[config.mk]
export PLATFORM = sky130hd
export DESIGN_NAME = cri_irq_status
export DESIGN_NICKNAME = d
export VERILOG_FILES = /design/src/hdl/cri_pkg.sv /design/src/hdl/cri_irq_status.sv /design/src/hdl/cri_status_bit.sv /design/src/hdl/cri_sync.sv
export SDC_FILE = /design/constraint.sdc
export NUM_CORES = 1
export LEC_CHECK = 0
export BUFFER_PORTS_ARGS = -buffer_cell sky130_fd_sc_hd__buf_2
export CORE_MARGIN = 10
export CORE_UTILIZATION = 52
export CTS_CLUSTER_DIAMETER = 50
export DETAILED_ROUTE_END_ITERATION = 16
export PLACE_DENSITY = 0.75
export SETUP_SLACK_MARGIN = 0.5
export SLEW_MARGIN = 30
export SYNTH_ARGS = -nofsm -noshare
export SYNTH_HDL_FRONTEND = slang
export SYNTH_HIERARCHICAL = 1
export SYNTH_SLANG_ARGS = --single-unit
[constraint.sdc]
create_clock -name clk -period 1.1 [get_ports clk]
set_input_delay 0.22 -clock clk [delete_from_list [all_inputs] [get_ports clk]]
set_output_delay 0.22 -clock clk [all_outputs]
set_load 0.05 [all_outputs]
[src/hdl/cri_pkg.sv]
package cri_pkg;

    localparam int DATA_W = 8;
    localparam int ADDR_W = 8;

    // Register offsets on the serial register port
    localparam logic [7:0] OFS_CHARGE_STATUS = 8'h01;
    localparam logic [7:0] OFS_REGULATOR_STATUS = 8'h02;
    localparam logic [7:0] OFS_CHARGE_EVENT_INHIBIT = 8'h03;
    localparam logic [7:0] OFS_REGULATOR_EVENT_INHIBIT = 8'h04;
    localparam logic [7:0] OFS_CHARGE_EVENT_ACKNOWLEDGED = 8'h05;
    localparam logic [7:0] OFS_REGULATOR_EVENT_ACKNOWLEDGED = 8'h06;

    // Values after reset
    localparam logic [7:0] RST_STATUS = 8'h00;
    localparam logic [7:0] RST_INHIBIT = 8'hFF;
    localparam logic [7:0] RST_ACK = 8'h00;
    localparam logic [7:0] RST_DATA = 8'h00;

    // Answer to an unlisted register
    localparam logic [7:0] UNMAPPED_READ = 8'hFF;

    // Bits set on a rising source edge; the rest follow their source level
    localparam logic [7:0] CHG_EDGE_SET = 8'h21;
    localparam logic [7:0] REG_EDGE_SET = 8'hE0;
    // Charge bits the host may clear, forcing a charger restart
    localparam logic [7:0] CHG_HOST_CLEAR = 8'h1E;
    // Regulator bit 4 does not exist
    localparam logic [7:0] REG_IMPLEMENTED = 8'hEF;

    // Synchroniser depth for pin inputs
    localparam int SYNC_STAGES = 3;

    typedef struct packed {
        logic rd;
        logic wr;
        logic [7:0] addr;
        logic [7:0] wdata;
    } cri_bus_req_t;

    // Charger conditions, in charge_status bit order (bit 7 first)
    typedef struct packed {
        logic usb_present;
        logic ac_present;
        logic thermal_suspend;
        logic term_current;
        logic taper_timeout;
        logic chg_timeout;
        logic prechg_timeout;
        logic batt_temp_error;
    } cri_chg_src_t;

    // Regulator condition pins
    typedef struct packed {
        logic power_button_request;
        logic battery_lid_input;
        logic supply_undervoltage_flag;
        logic linear_reg_two_fault;
        logic linear_reg_one_fault;
        logic main_converter_fault;
        logic core_converter_fault;
    } cri_reg_src_t;

    // Same-clock control bits from the converter and linear regulator registers
    typedef struct packed {
        logic linear_reg_two_en;
        logic linear_reg_one_en;
        logic core_converter_control_b7;
        logic low_power_mode;
    } cri_reg_ctl_t;

endpackage

[src/hdl/cri_irq_status.sv]
// What this block does
// [RULE1] Bit 7 follows valid USB supply
// [RULE2] Bit 6 follows valid wall supply
// [RULE3] Bit 5 flags thermal charge suspend
// [RULE4] Bit 4 flags termination current crossed
// [RULE5] Bits 3..1 flag taper, fast, precharge timeouts
// [RULE6] Bit 0 flags battery temperature out of range
// [RULE7] Host clears bits 4..1, restarting charger
// [RULE8] Unmasked charge status bit drives interrupt
// [RULE9] Regulator bit 7 flags power button request
// [RULE10] Regulator bit 5 flags supply undervoltage
// [RULE11] Regulator bit 4 always reads zero
// [RULE12] Bits 3,2 flag enabled linear regulator faults
// [RULE13] Bit 1 flags main converter out of regulation
// [RULE14] Bit 0 flags core fault or low-power setting
// [RULE15] New regulator event drives interrupt unless inhibited
// [RULE16] Charge inhibit bits gate, reset to ones
// [RULE17] Regulator inhibit bits gate, reset to ones
// [RULE18] Acknowledged bits leave the interrupt line
// [RULE19] Charge acknowledge clears with condition, read-only
// [RULE20] Regulator acknowledge behaves the same way
// [RULE21] Reading status acknowledges every bit read as one
// [RULE22] Charge bits 5,0 edge set, cleared after ack
// [RULE23] Regulator 7..5 edge set, 3..0 level
// [RULE24] Host address has a strapped low bit
// [RULE25] Open-drain interrupt low while anything pending
module cri_irq_status (
    input wire logic clk,
    input wire logic reset_n,
    input cri_pkg::cri_bus_req_t bus_req,
    output logic [7:0] rd_data_q,
    output logic rd_valid_q,
    input cri_pkg::cri_chg_src_t chg_pins,
    input cri_pkg::cri_reg_src_t reg_pins,
    input cri_pkg::cri_reg_ctl_t reg_ctl,
    output logic charger_reset_q,
    output logic int_out_q,
    output logic int_oe_q
);

    localparam int RAW_W = 15;

    logic [RAW_W-1:0] raw_pins;
    logic [RAW_W-1:0] pin_level;
    cri_pkg::cri_chg_src_t chg_lvl;
    cri_pkg::cri_reg_src_t reg_lvl;

    logic [7:0] chg_src;
    logic [7:0] reg_src;
    logic [7:0] chg_status;
    logic [7:0] chg_ack;
    logic [7:0] reg_status;
    logic [7:0] reg_ack;
    logic [7:0] reg_status_raw;
    logic [7:0] reg_ack_raw;

    logic [7:0] chg_inhibit_q;
    logic [7:0] chg_inhibit_d;
    logic [7:0] reg_inhibit_q;
    logic [7:0] reg_inhibit_d;
    logic [7:0] rd_data_d;
    logic rd_valid_d;
    logic charger_reset_d;
    logic int_oe_d;
    logic chg_read_hit;
    logic reg_read_hit;
    logic pending;

    // Conditions arrive from the analog side asynchronously to clk; the lid pin idles
    // high, so it enters inverted and a cleared synchroniser means lid closed, not an edge
    assign raw_pins = {chg_pins, reg_pins.power_button_request, ~reg_pins.battery_lid_input,
        reg_pins[4:0]};

    cri_sync #(
        .WIDTH(RAW_W)
    ) u_sync (
        .clk(clk),
        .reset_n(reset_n),
        .pin(raw_pins),
        .level_q(pin_level)
    );

    assign chg_lvl = pin_level[RAW_W-1:7];
    assign reg_lvl = pin_level[6:0];

    // Charge sources map one to one onto charge_status
    always_comb begin
        chg_src[7] = chg_lvl.usb_present; // [RULE1]
        chg_src[6] = chg_lvl.ac_present; // [RULE2]
        chg_src[5] = chg_lvl.thermal_suspend; // [RULE3]
        chg_src[4] = chg_lvl.term_current; // [RULE4]
        chg_src[3] = chg_lvl.taper_timeout; // [RULE5]
        chg_src[2] = chg_lvl.chg_timeout; // [RULE5]
        chg_src[1] = chg_lvl.prechg_timeout; // [RULE5]
        chg_src[0] = chg_lvl.batt_temp_error; // [RULE6]
    end

    // Regulator sources; a disabled linear regulator never reports a fault
    always_comb begin
        reg_src[7] = reg_lvl.power_button_request; // [RULE9]
        reg_src[6] = reg_lvl.battery_lid_input; // Already inverted: 1 while the lid pin is low
        reg_src[5] = reg_lvl.supply_undervoltage_flag; // [RULE10]
        reg_src[4] = 1'b0; // [RULE11]
        reg_src[3] = reg_lvl.linear_reg_two_fault & reg_ctl.linear_reg_two_en; // [RULE12]
        reg_src[2] = reg_lvl.linear_reg_one_fault & reg_ctl.linear_reg_one_en; // [RULE12]
        reg_src[1] = reg_lvl.main_converter_fault; // [RULE13]
        reg_src[0] = reg_lvl.core_converter_fault
            | (reg_ctl.core_converter_control_b7 & reg_ctl.low_power_mode); // [RULE14]
    end

    assign chg_read_hit = bus_req.rd && (bus_req.addr == cri_pkg::OFS_CHARGE_STATUS);
    assign reg_read_hit = bus_req.rd && (bus_req.addr == cri_pkg::OFS_REGULATOR_STATUS);

    // Charge status cells, one per bit
    cri_status_bit #(.EDGE_SET(cri_pkg::CHG_EDGE_SET[7])) u_chg_bit7 (
        .clk(clk),
        .reset_n(reset_n),
        .src(chg_src[7]),
        .read_hit(chg_read_hit), // [RULE21]
        .status_q(chg_status[7]),
        .ack_q(chg_ack[7])
    );
    cri_status_bit #(.EDGE_SET(cri_pkg::CHG_EDGE_SET[6])) u_chg_bit6 (
        .clk(clk),
        .reset_n(reset_n),
        .src(chg_src[6]),
        .read_hit(chg_read_hit), // [RULE21]
        .status_q(chg_status[6]),
        .ack_q(chg_ack[6])
    );
    cri_status_bit #(.EDGE_SET(cri_pkg::CHG_EDGE_SET[5])) u_chg_bit5 (
        .clk(clk),
        .reset_n(reset_n),
        .src(chg_src[5]),
        .read_hit(chg_read_hit), // [RULE21]
        .status_q(chg_status[5]),
        .ack_q(chg_ack[5])
    );
    cri_status_bit #(.EDGE_SET(cri_pkg::CHG_EDGE_SET[4])) u_chg_bit4 (
        .clk(clk),
        .reset_n(reset_n),
        .src(chg_src[4]),
        .read_hit(chg_read_hit), // [RULE21]
        .status_q(chg_status[4]),
        .ack_q(chg_ack[4])
    );
    cri_status_bit #(.EDGE_SET(cri_pkg::CHG_EDGE_SET[3])) u_chg_bit3 (
        .clk(clk),
        .reset_n(reset_n),
        .src(chg_src[3]),
        .read_hit(chg_read_hit), // [RULE21]
        .status_q(chg_status[3]),
        .ack_q(chg_ack[3])
    );
    cri_status_bit #(.EDGE_SET(cri_pkg::CHG_EDGE_SET[2])) u_chg_bit2 (
        .clk(clk),
        .reset_n(reset_n),
        .src(chg_src[2]),
        .read_hit(chg_read_hit), // [RULE21]
        .status_q(chg_status[2]),
        .ack_q(chg_ack[2])
    );
    cri_status_bit #(.EDGE_SET(cri_pkg::CHG_EDGE_SET[1])) u_chg_bit1 (
        .clk(clk),
        .reset_n(reset_n),
        .src(chg_src[1]),
        .read_hit(chg_read_hit), // [RULE21]
        .status_q(chg_status[1]),
        .ack_q(chg_ack[1])
    );
    cri_status_bit #(.EDGE_SET(cri_pkg::CHG_EDGE_SET[0])) u_chg_bit0 (
        .clk(clk),
        .reset_n(reset_n),
        .src(chg_src[0]),
        .read_hit(chg_read_hit), // [RULE21]
        .status_q(chg_status[0]),
        .ack_q(chg_ack[0])
    );

    // Regulator status cells; bit 4 has a constant-low source and is masked below
    cri_status_bit #(.EDGE_SET(cri_pkg::REG_EDGE_SET[7])) u_reg_bit7 (
        .clk(clk),
        .reset_n(reset_n),
        .src(reg_src[7]),
        .read_hit(reg_read_hit), // [RULE21]
        .status_q(reg_status_raw[7]),
        .ack_q(reg_ack_raw[7])
    );
    cri_status_bit #(.EDGE_SET(cri_pkg::REG_EDGE_SET[6])) u_reg_bit6 (
        .clk(clk),
        .reset_n(reset_n),
        .src(reg_src[6]),
        .read_hit(reg_read_hit), // [RULE21]
        .status_q(reg_status_raw[6]),
        .ack_q(reg_ack_raw[6])
    );
    cri_status_bit #(.EDGE_SET(cri_pkg::REG_EDGE_SET[5])) u_reg_bit5 (
        .clk(clk),
        .reset_n(reset_n),
        .src(reg_src[5]),
        .read_hit(reg_read_hit), // [RULE21]
        .status_q(reg_status_raw[5]),
        .ack_q(reg_ack_raw[5])
    );
    cri_status_bit #(.EDGE_SET(cri_pkg::REG_EDGE_SET[4])) u_reg_bit4 (
        .clk(clk),
        .reset_n(reset_n),
        .src(reg_src[4]),
        .read_hit(reg_read_hit), // [RULE21]
        .status_q(reg_status_raw[4]),
        .ack_q(reg_ack_raw[4])
    );
    cri_status_bit #(.EDGE_SET(cri_pkg::REG_EDGE_SET[3])) u_reg_bit3 (
        .clk(clk),
        .reset_n(reset_n),
        .src(reg_src[3]),
        .read_hit(reg_read_hit), // [RULE21]
        .status_q(reg_status_raw[3]),
        .ack_q(reg_ack_raw[3])
    );
    cri_status_bit #(.EDGE_SET(cri_pkg::REG_EDGE_SET[2])) u_reg_bit2 (
        .clk(clk),
        .reset_n(reset_n),
        .src(reg_src[2]),
        .read_hit(reg_read_hit), // [RULE21]
        .status_q(reg_status_raw[2]),
        .ack_q(reg_ack_raw[2])
    );
    cri_status_bit #(.EDGE_SET(cri_pkg::REG_EDGE_SET[1])) u_reg_bit1 (
        .clk(clk),
        .reset_n(reset_n),
        .src(reg_src[1]),
        .read_hit(reg_read_hit), // [RULE21]
        .status_q(reg_status_raw[1]),
        .ack_q(reg_ack_raw[1])
    );
    cri_status_bit #(.EDGE_SET(cri_pkg::REG_EDGE_SET[0])) u_reg_bit0 (
        .clk(clk),
        .reset_n(reset_n),
        .src(reg_src[0]),
        .read_hit(reg_read_hit), // [RULE21]
        .status_q(reg_status_raw[0]),
        .ack_q(reg_ack_raw[0])
    );

    // The missing bit is forced low so it can never reach the pin
    assign reg_status = reg_status_raw & cri_pkg::REG_IMPLEMENTED; // [RULE11]
    assign reg_ack = reg_ack_raw & cri_pkg::REG_IMPLEMENTED;

    // Register writes: inhibit registers store, a charge status write can restart the charger; acknowledge registers are read-only
    always_comb begin
        chg_inhibit_d = chg_inhibit_q;
        reg_inhibit_d = reg_inhibit_q;
        charger_reset_d = 1'b0;
        if (bus_req.wr) begin
            if (bus_req.addr == cri_pkg::OFS_CHARGE_STATUS) begin
                // Zero written over a set timeout or termination bit restarts the charger;
                // the bit itself drops once the charger lets its source fall
                charger_reset_d = |(chg_status & ~bus_req.wdata
                    & cri_pkg::CHG_HOST_CLEAR); // [RULE7]
            end else if (bus_req.addr == cri_pkg::OFS_CHARGE_EVENT_INHIBIT) begin
                chg_inhibit_d = bus_req.wdata; // [RULE16]
            end else if (bus_req.addr == cri_pkg::OFS_REGULATOR_EVENT_INHIBIT) begin
                reg_inhibit_d = bus_req.wdata; // [RULE17]
            end
        end
    end

    // Read data is latched in the read cycle, so later events are not lost
    always_comb begin
        rd_data_d = rd_data_q;
        rd_valid_d = bus_req.rd;
        if (bus_req.rd) begin
            if (bus_req.addr == cri_pkg::OFS_CHARGE_STATUS) begin
                rd_data_d = chg_status;
            end else if (bus_req.addr == cri_pkg::OFS_REGULATOR_STATUS) begin
                rd_data_d = reg_status;
            end else if (bus_req.addr == cri_pkg::OFS_CHARGE_EVENT_INHIBIT) begin
                rd_data_d = chg_inhibit_q;
            end else if (bus_req.addr == cri_pkg::OFS_REGULATOR_EVENT_INHIBIT) begin
                rd_data_d = reg_inhibit_q;
            end else if (bus_req.addr == cri_pkg::OFS_CHARGE_EVENT_ACKNOWLEDGED) begin
                rd_data_d = chg_ack; // [RULE19]
            end else if (bus_req.addr == cri_pkg::OFS_REGULATOR_EVENT_ACKNOWLEDGED) begin
                rd_data_d = reg_ack; // [RULE20]
            end else begin
                rd_data_d = cri_pkg::UNMAPPED_READ;
            end
        end
    end

    // Pin is pulled low while any unmasked, unacknowledged bit stands
    always_comb begin
        pending = |(chg_status & ~chg_inhibit_q & ~chg_ack) // [RULE8] [RULE18]
            | |(reg_status & ~reg_inhibit_q & ~reg_ack); // [RULE15] [RULE18]
        int_oe_d = pending; // [RULE25]
    end

    always_ff @(posedge clk or negedge reset_n) begin
        if (!reset_n) begin
            chg_inhibit_q <= cri_pkg::RST_INHIBIT;
            reg_inhibit_q <= cri_pkg::RST_INHIBIT;
            rd_data_q <= cri_pkg::RST_DATA;
            rd_valid_q <= 1'b0;
            charger_reset_q <= 1'b0;
            int_oe_q <= 1'b0;
            int_out_q <= 1'b0;
        end else begin
            chg_inhibit_q <= chg_inhibit_d;
            reg_inhibit_q <= reg_inhibit_d;
            rd_data_q <= rd_data_d;
            rd_valid_q <= rd_valid_d;
            charger_reset_q <= charger_reset_d;
            int_oe_q <= int_oe_d;
            // Open drain only ever pulls low
            int_out_q <= 1'b0;
        end
    end

endmodule

[src/hdl/cri_status_bit.sv]
module cri_status_bit #(
    parameter bit EDGE_SET = 1'b0
) (
    input wire logic clk,
    input wire logic reset_n,
    input wire logic src,
    input wire logic read_hit,
    output logic status_q,
    output logic ack_q
);

    logic prev_q;
    logic status_d;
    logic ack_d;
    logic rise;

    always_comb begin
        rise = src & ~prev_q;
        if (EDGE_SET) begin
            // A new edge beats the release in the same cycle
            status_d = rise | (status_q & ~(~src & ack_q)); // [RULE22] [RULE23]
        end else begin
            status_d = src; // [RULE23]
        end
        // Read of a set bit acknowledges it; removal of the condition drops it
        ack_d = status_q & (ack_q | read_hit); // [RULE19] [RULE20] [RULE21]
    end

    always_ff @(posedge clk or negedge reset_n) begin
        if (!reset_n) begin
            prev_q <= 1'b0;
            status_q <= 1'b0;
            ack_q <= 1'b0;
        end else begin
            prev_q <= src;
            status_q <= status_d;
            ack_q <= ack_d;
        end
    end

endmodule

[src/hdl/cri_sync.sv]
module cri_sync #(
    parameter int WIDTH = 8
) (
    input wire logic clk,
    input wire logic reset_n,
    input wire logic [WIDTH-1:0] pin,
    output logic [WIDTH-1:0] level_q
);

    logic [WIDTH-1:0] s1_q;
    logic [WIDTH-1:0] s2_q;
    logic [WIDTH-1:0] s3_q;
    logic [WIDTH-1:0] level_d;

    // A change counts only once the last two stages agree
    always_comb begin
        level_d = (s2_q & s3_q) | (level_q & (s2_q | s3_q));
    end

    always_ff @(posedge clk or negedge reset_n) begin
        if (!reset_n) begin
            s1_q <= '0;
            s2_q <= '0;
            s3_q <= '0;
            level_q <= '0;
        end else begin
            s1_q <= pin;
            s2_q <= s1_q;
            s3_q <= s2_q;
            level_q <= level_d;
        end
    end

endmodule

==> summary.md <==
| Metric | Value |
|---|---|
| Status | finished with violations |
| Failing checks | negative hold slack, negative setup slack |
| Synth Area in Simple Gates | 8.62% |
| Mapped Nets | between 300 and 400 |
| Internal Power | approximately 9.4 mW |
| CTS max path bufs | 2 |
| Post-Syn Instances | 316 |
| Sw power | 2.84 mW |
| Synth warn | 6 |
| Minimum clock period after layout | 1.31 ns |
| Post-Syn Area | between 0.004 and 0.005 sq mm |
| # setup viols final | 45 |
| Worst-path maximum fanout | 2 |
| Buf/Inv on CP | 1 |
| Die W | approximately 110 microns |
| Worst R2R Setup Slack | -0.19 ns |
| Via density | 5.35 |
| Sw frac | 23.3% |
| Mean Syn Cell Area | 14.1 sq um |
| Nets | 500 |
| WS Path Type | reg2out |
| Die area | 0.0127 sq mm |
| Max-cap viol count | 0 |
| Min-Delay Path Class | in2async |
| 1st-iter DRT viols | 219 |
| Fmax | around 760 MHz |
| Initial core utilization | between 50 and 60% |
| WL/cell | 19.1 microns |
| GRT met3 Usage | 5.96% |
| Hold-fix buffers, CTS | 17 |
| TritonCTS Buffers | 17 |
| Layout cells sized above 1 | 53.4% |
| Top Usage Layer GRT | met2 |
| Largest net degree at the start of global routing | between 70 and 80 |
| Final Wtd Congestion | 0.855 |
| Clock share of power | 50.0% |
| Commonest non-fill, non-tap cell in the layout | dfrtp_1 |
| Seq pwr share | roughly two fifths |
| Area growth syn-to-layout | 47.4% |
| Post-synthesis sequential area ratio | 69.0% |
| Fillers | 447 |
| Worst skew pair latency | 0.52 ns |
| Total number of vias | 3097 |
| Crit path launch type | register |
| Port Buffers | 49 |
| Setup slack after layout | -0.213 ns |
| M2 GR Usage | 28.5% |
| Final hold vios | 124 |
| Crit-path slowest cell | dfrtp_2 |
| Reg2reg start | reg_inhibit_q[3] |
| Design Power | 12.2 mW |
| Clk sink count | 122 |
| RSZ-0062 raised after global routing | yes |
| Fin util | 79.5% |
| First-pass GRT wire length | around 17000 microns |
| Die extent in y | 113 microns |
| Worst vdd ir | about 1.6 mV |
| Final Max Tran Viols | 0 |
| Synth unique cells | 36 |
| Clock transition at path regs | 0.06 ns |
| DRT Pass-1 Iters | 5 |
| Comb pwr share | under 10% |
| Final Cycle Share | 119% |
| Leakage power | 2.97 nW |
| Adder-cell share of the synthesized area | 3.79% |
| Initial antenna violation count | 0 |
| H-tree levels | 4 |
| Largest family of logic cells by synthesized area | compound AO/OA/AOI/OAI gates |
| Crit. Startpoint | rd_data_q[5] |
| Pwr Density | 1860 mW/mm^2 |
| Clock tree root driver cell | clkbuf_8 |
| I/O Pins | 51 |
| Final wirelength | 11000 microns |
| Count of state elements after synthesis | 122 |
| Vias in the first global route | approximately 3400 |
| Worst Path Required | 0.88 ns |
| Routed Antenna Nets | 0 |
| GRT Util Overall | 17.4% |
| FP Rows | 33 |
| Clk_skew | 0.00740 ns |
| Core Region | 0.00826 sq mm |
| Worst path cell trace | buf_6 |
| CTS tree | built |
| Most frequent cells in the layout | dfrtp_1 (93), buf_4 (44), buf_2 (36) |
| DRC | 0 |
| GRT overflow | 0 |
| Smallest hold slack | -0.327 ns |
| Critical path capture point type | output port |
| Reg area | 0.00309 sq mm |
| Synth Area in Compound Gates | under 10% |
| Multiplexer area fraction after synthesis | roughly 6.7% |
| Met1 global-route usage | 20.2% |
| Multi-input combinational cell area | about 0.0015 sq mm |
| Largest stage delay on the critical path | 0.42 ns |
| Hpwl dp | 6540 microns |
| Crit path max-delay family | flip-flops |
| Antenna cell count | 0 |
| Xor/xnor cell area share of the yosys netlist | 0% |
| WP data arrival | about 1.1 ns |
[synthesized netlist by cell type]
cell type | number | share of area (%)
a221oi_1 | 1 | 0.20
nor3_1 | 2 | 0.22
o21a_1 | 15 | 2.5
o21ai_0 | 3 | 0.34
mux2i_1 | 5 | 1.1
buf_1 | 2 | 0.17
and4_1 | 1 | 0.20
a22oi_1 | 12 | 2.0
a21o_1 | 1 | 0.17
nand2b_1 | 9 | 1.3
inv_1 | 12 | 1.0
maj3_2 | 15 | 3.8
nand2_1 | 8 | 0.67
a22o_1 | 6 | 1.2
and2_1 | 3 | 0.42
nand4_1 | 1 | 0.14
a21oi_1 | 9 | 1.0
or4_4 | 1 | 0.25
dfrtp_1 | 106 | 60
mux2_4 | 3 | 1.0
nor2_1 | 32 | 2.7
o221ai_1 | 5 | 0.98
buf_2 | 2 | 0.22
nor2_8 | 1 | 0.45
and2_2 | 1 | 0.17
nand4_4 | 2 | 0.95
nor2b_1 | 6 | 0.84
a31oi_1 | 2 | 0.28
buf_4 | 1 | 0.17
conb_1 | 1 | 0.084
clkbuf_1 | 4 | 0.34
nor3b_1 | 2 | 0.34
a41oi_1 | 2 | 0.39
o22ai_1 | 6 | 0.84
mux2_2 | 18 | 4.5
dfstp_2 | 16 | 9.4
[kinds of logic after synthesis]
logic type | Yosys count
AOI/OAI and AO/OA | 62
adders and majority gates | 15
buffers and inverters | 21
DFF | 122
muxes | 26
other | 1
and+or+nand+nor | 69
[metrics by stage]
step                      TNS, ns  cell area, sq um  instances  setup WS [ns]
after floorplan            -13.54              4500        316         -0.427
after global placement     -22.34              5250        508         -0.609
after detailed placement   -23.34              5250        508         -0.641
after CTS                   -4.48              6400        570         -0.222
after global routing        -6.12              6570        579         -0.235
final                       -4.57              6570        579         -0.213
[power groups by stage]
stage | Combinational, mW | Sequential (mW) | Clock (mW)
after floorplan | 0.356 | 5.00 | 0
after global placement | 0.804 | 5.00 | 0
after detailed placement | 0.824 | 5.02 | 0
after CTS | 1.02 | 4.97 | 6.15
after global routing | 1.20 | 5.02 | 6.34
final | 1.10 | 4.99 | 6.09
[metal layers]
layer / share of wire (%) / wire length [microns]
met2: 52 / 5760
met5: 0 / 0
met3: 6.0 / 658
met4: 1.7 / 183
met1: 40 / 4440
[area by class of cell]
cell class                      count  share of cell area, %
Clock buffer                       17                   6.31
Clock inverter                     15                   3.60
Inverter                           12                  0.686
Multi-Input combinational cell    173                   22.6
Sequential cell                   122                   47.0
Tap cell                          105                   2.00
Timing Repair Buffer              135                   17.8
[path summary, 6_finish.rpt]
check,endpoint,cells after the start
setup / recovery,rd_data_q[5],1
setup reg to reg,int_oe_q,4
min in group clk,u_reg_bit0/status_q,2
max in group asynchronous,chg_inhibit_q[7],2
hold reg to reg,u_sync/s2_q[6],0
hold / removal,u_sync/s3_q[0],2
[state kept, by name, indices dropped and copies added (netlist names), 8 cells and up]
signal,cells
u_sync/level_q,15
u_sync/s1_q,15
u_sync/s2_q,15
u_sync/s3_q,15
chg_inhibit_q,8
rd_data_q,8
reg_inhibit_q,8
[timing repair]
action                                  4_1_cts  5_1_grt
endpoints found under the setup margin       75       83
hold endpoints to repair                    144      125
pin swaps                                    40       13
buffers inserted                             13        9
gates resized for setup                      58       27
No activity file was read; power rests on OpenSTA's default activity.
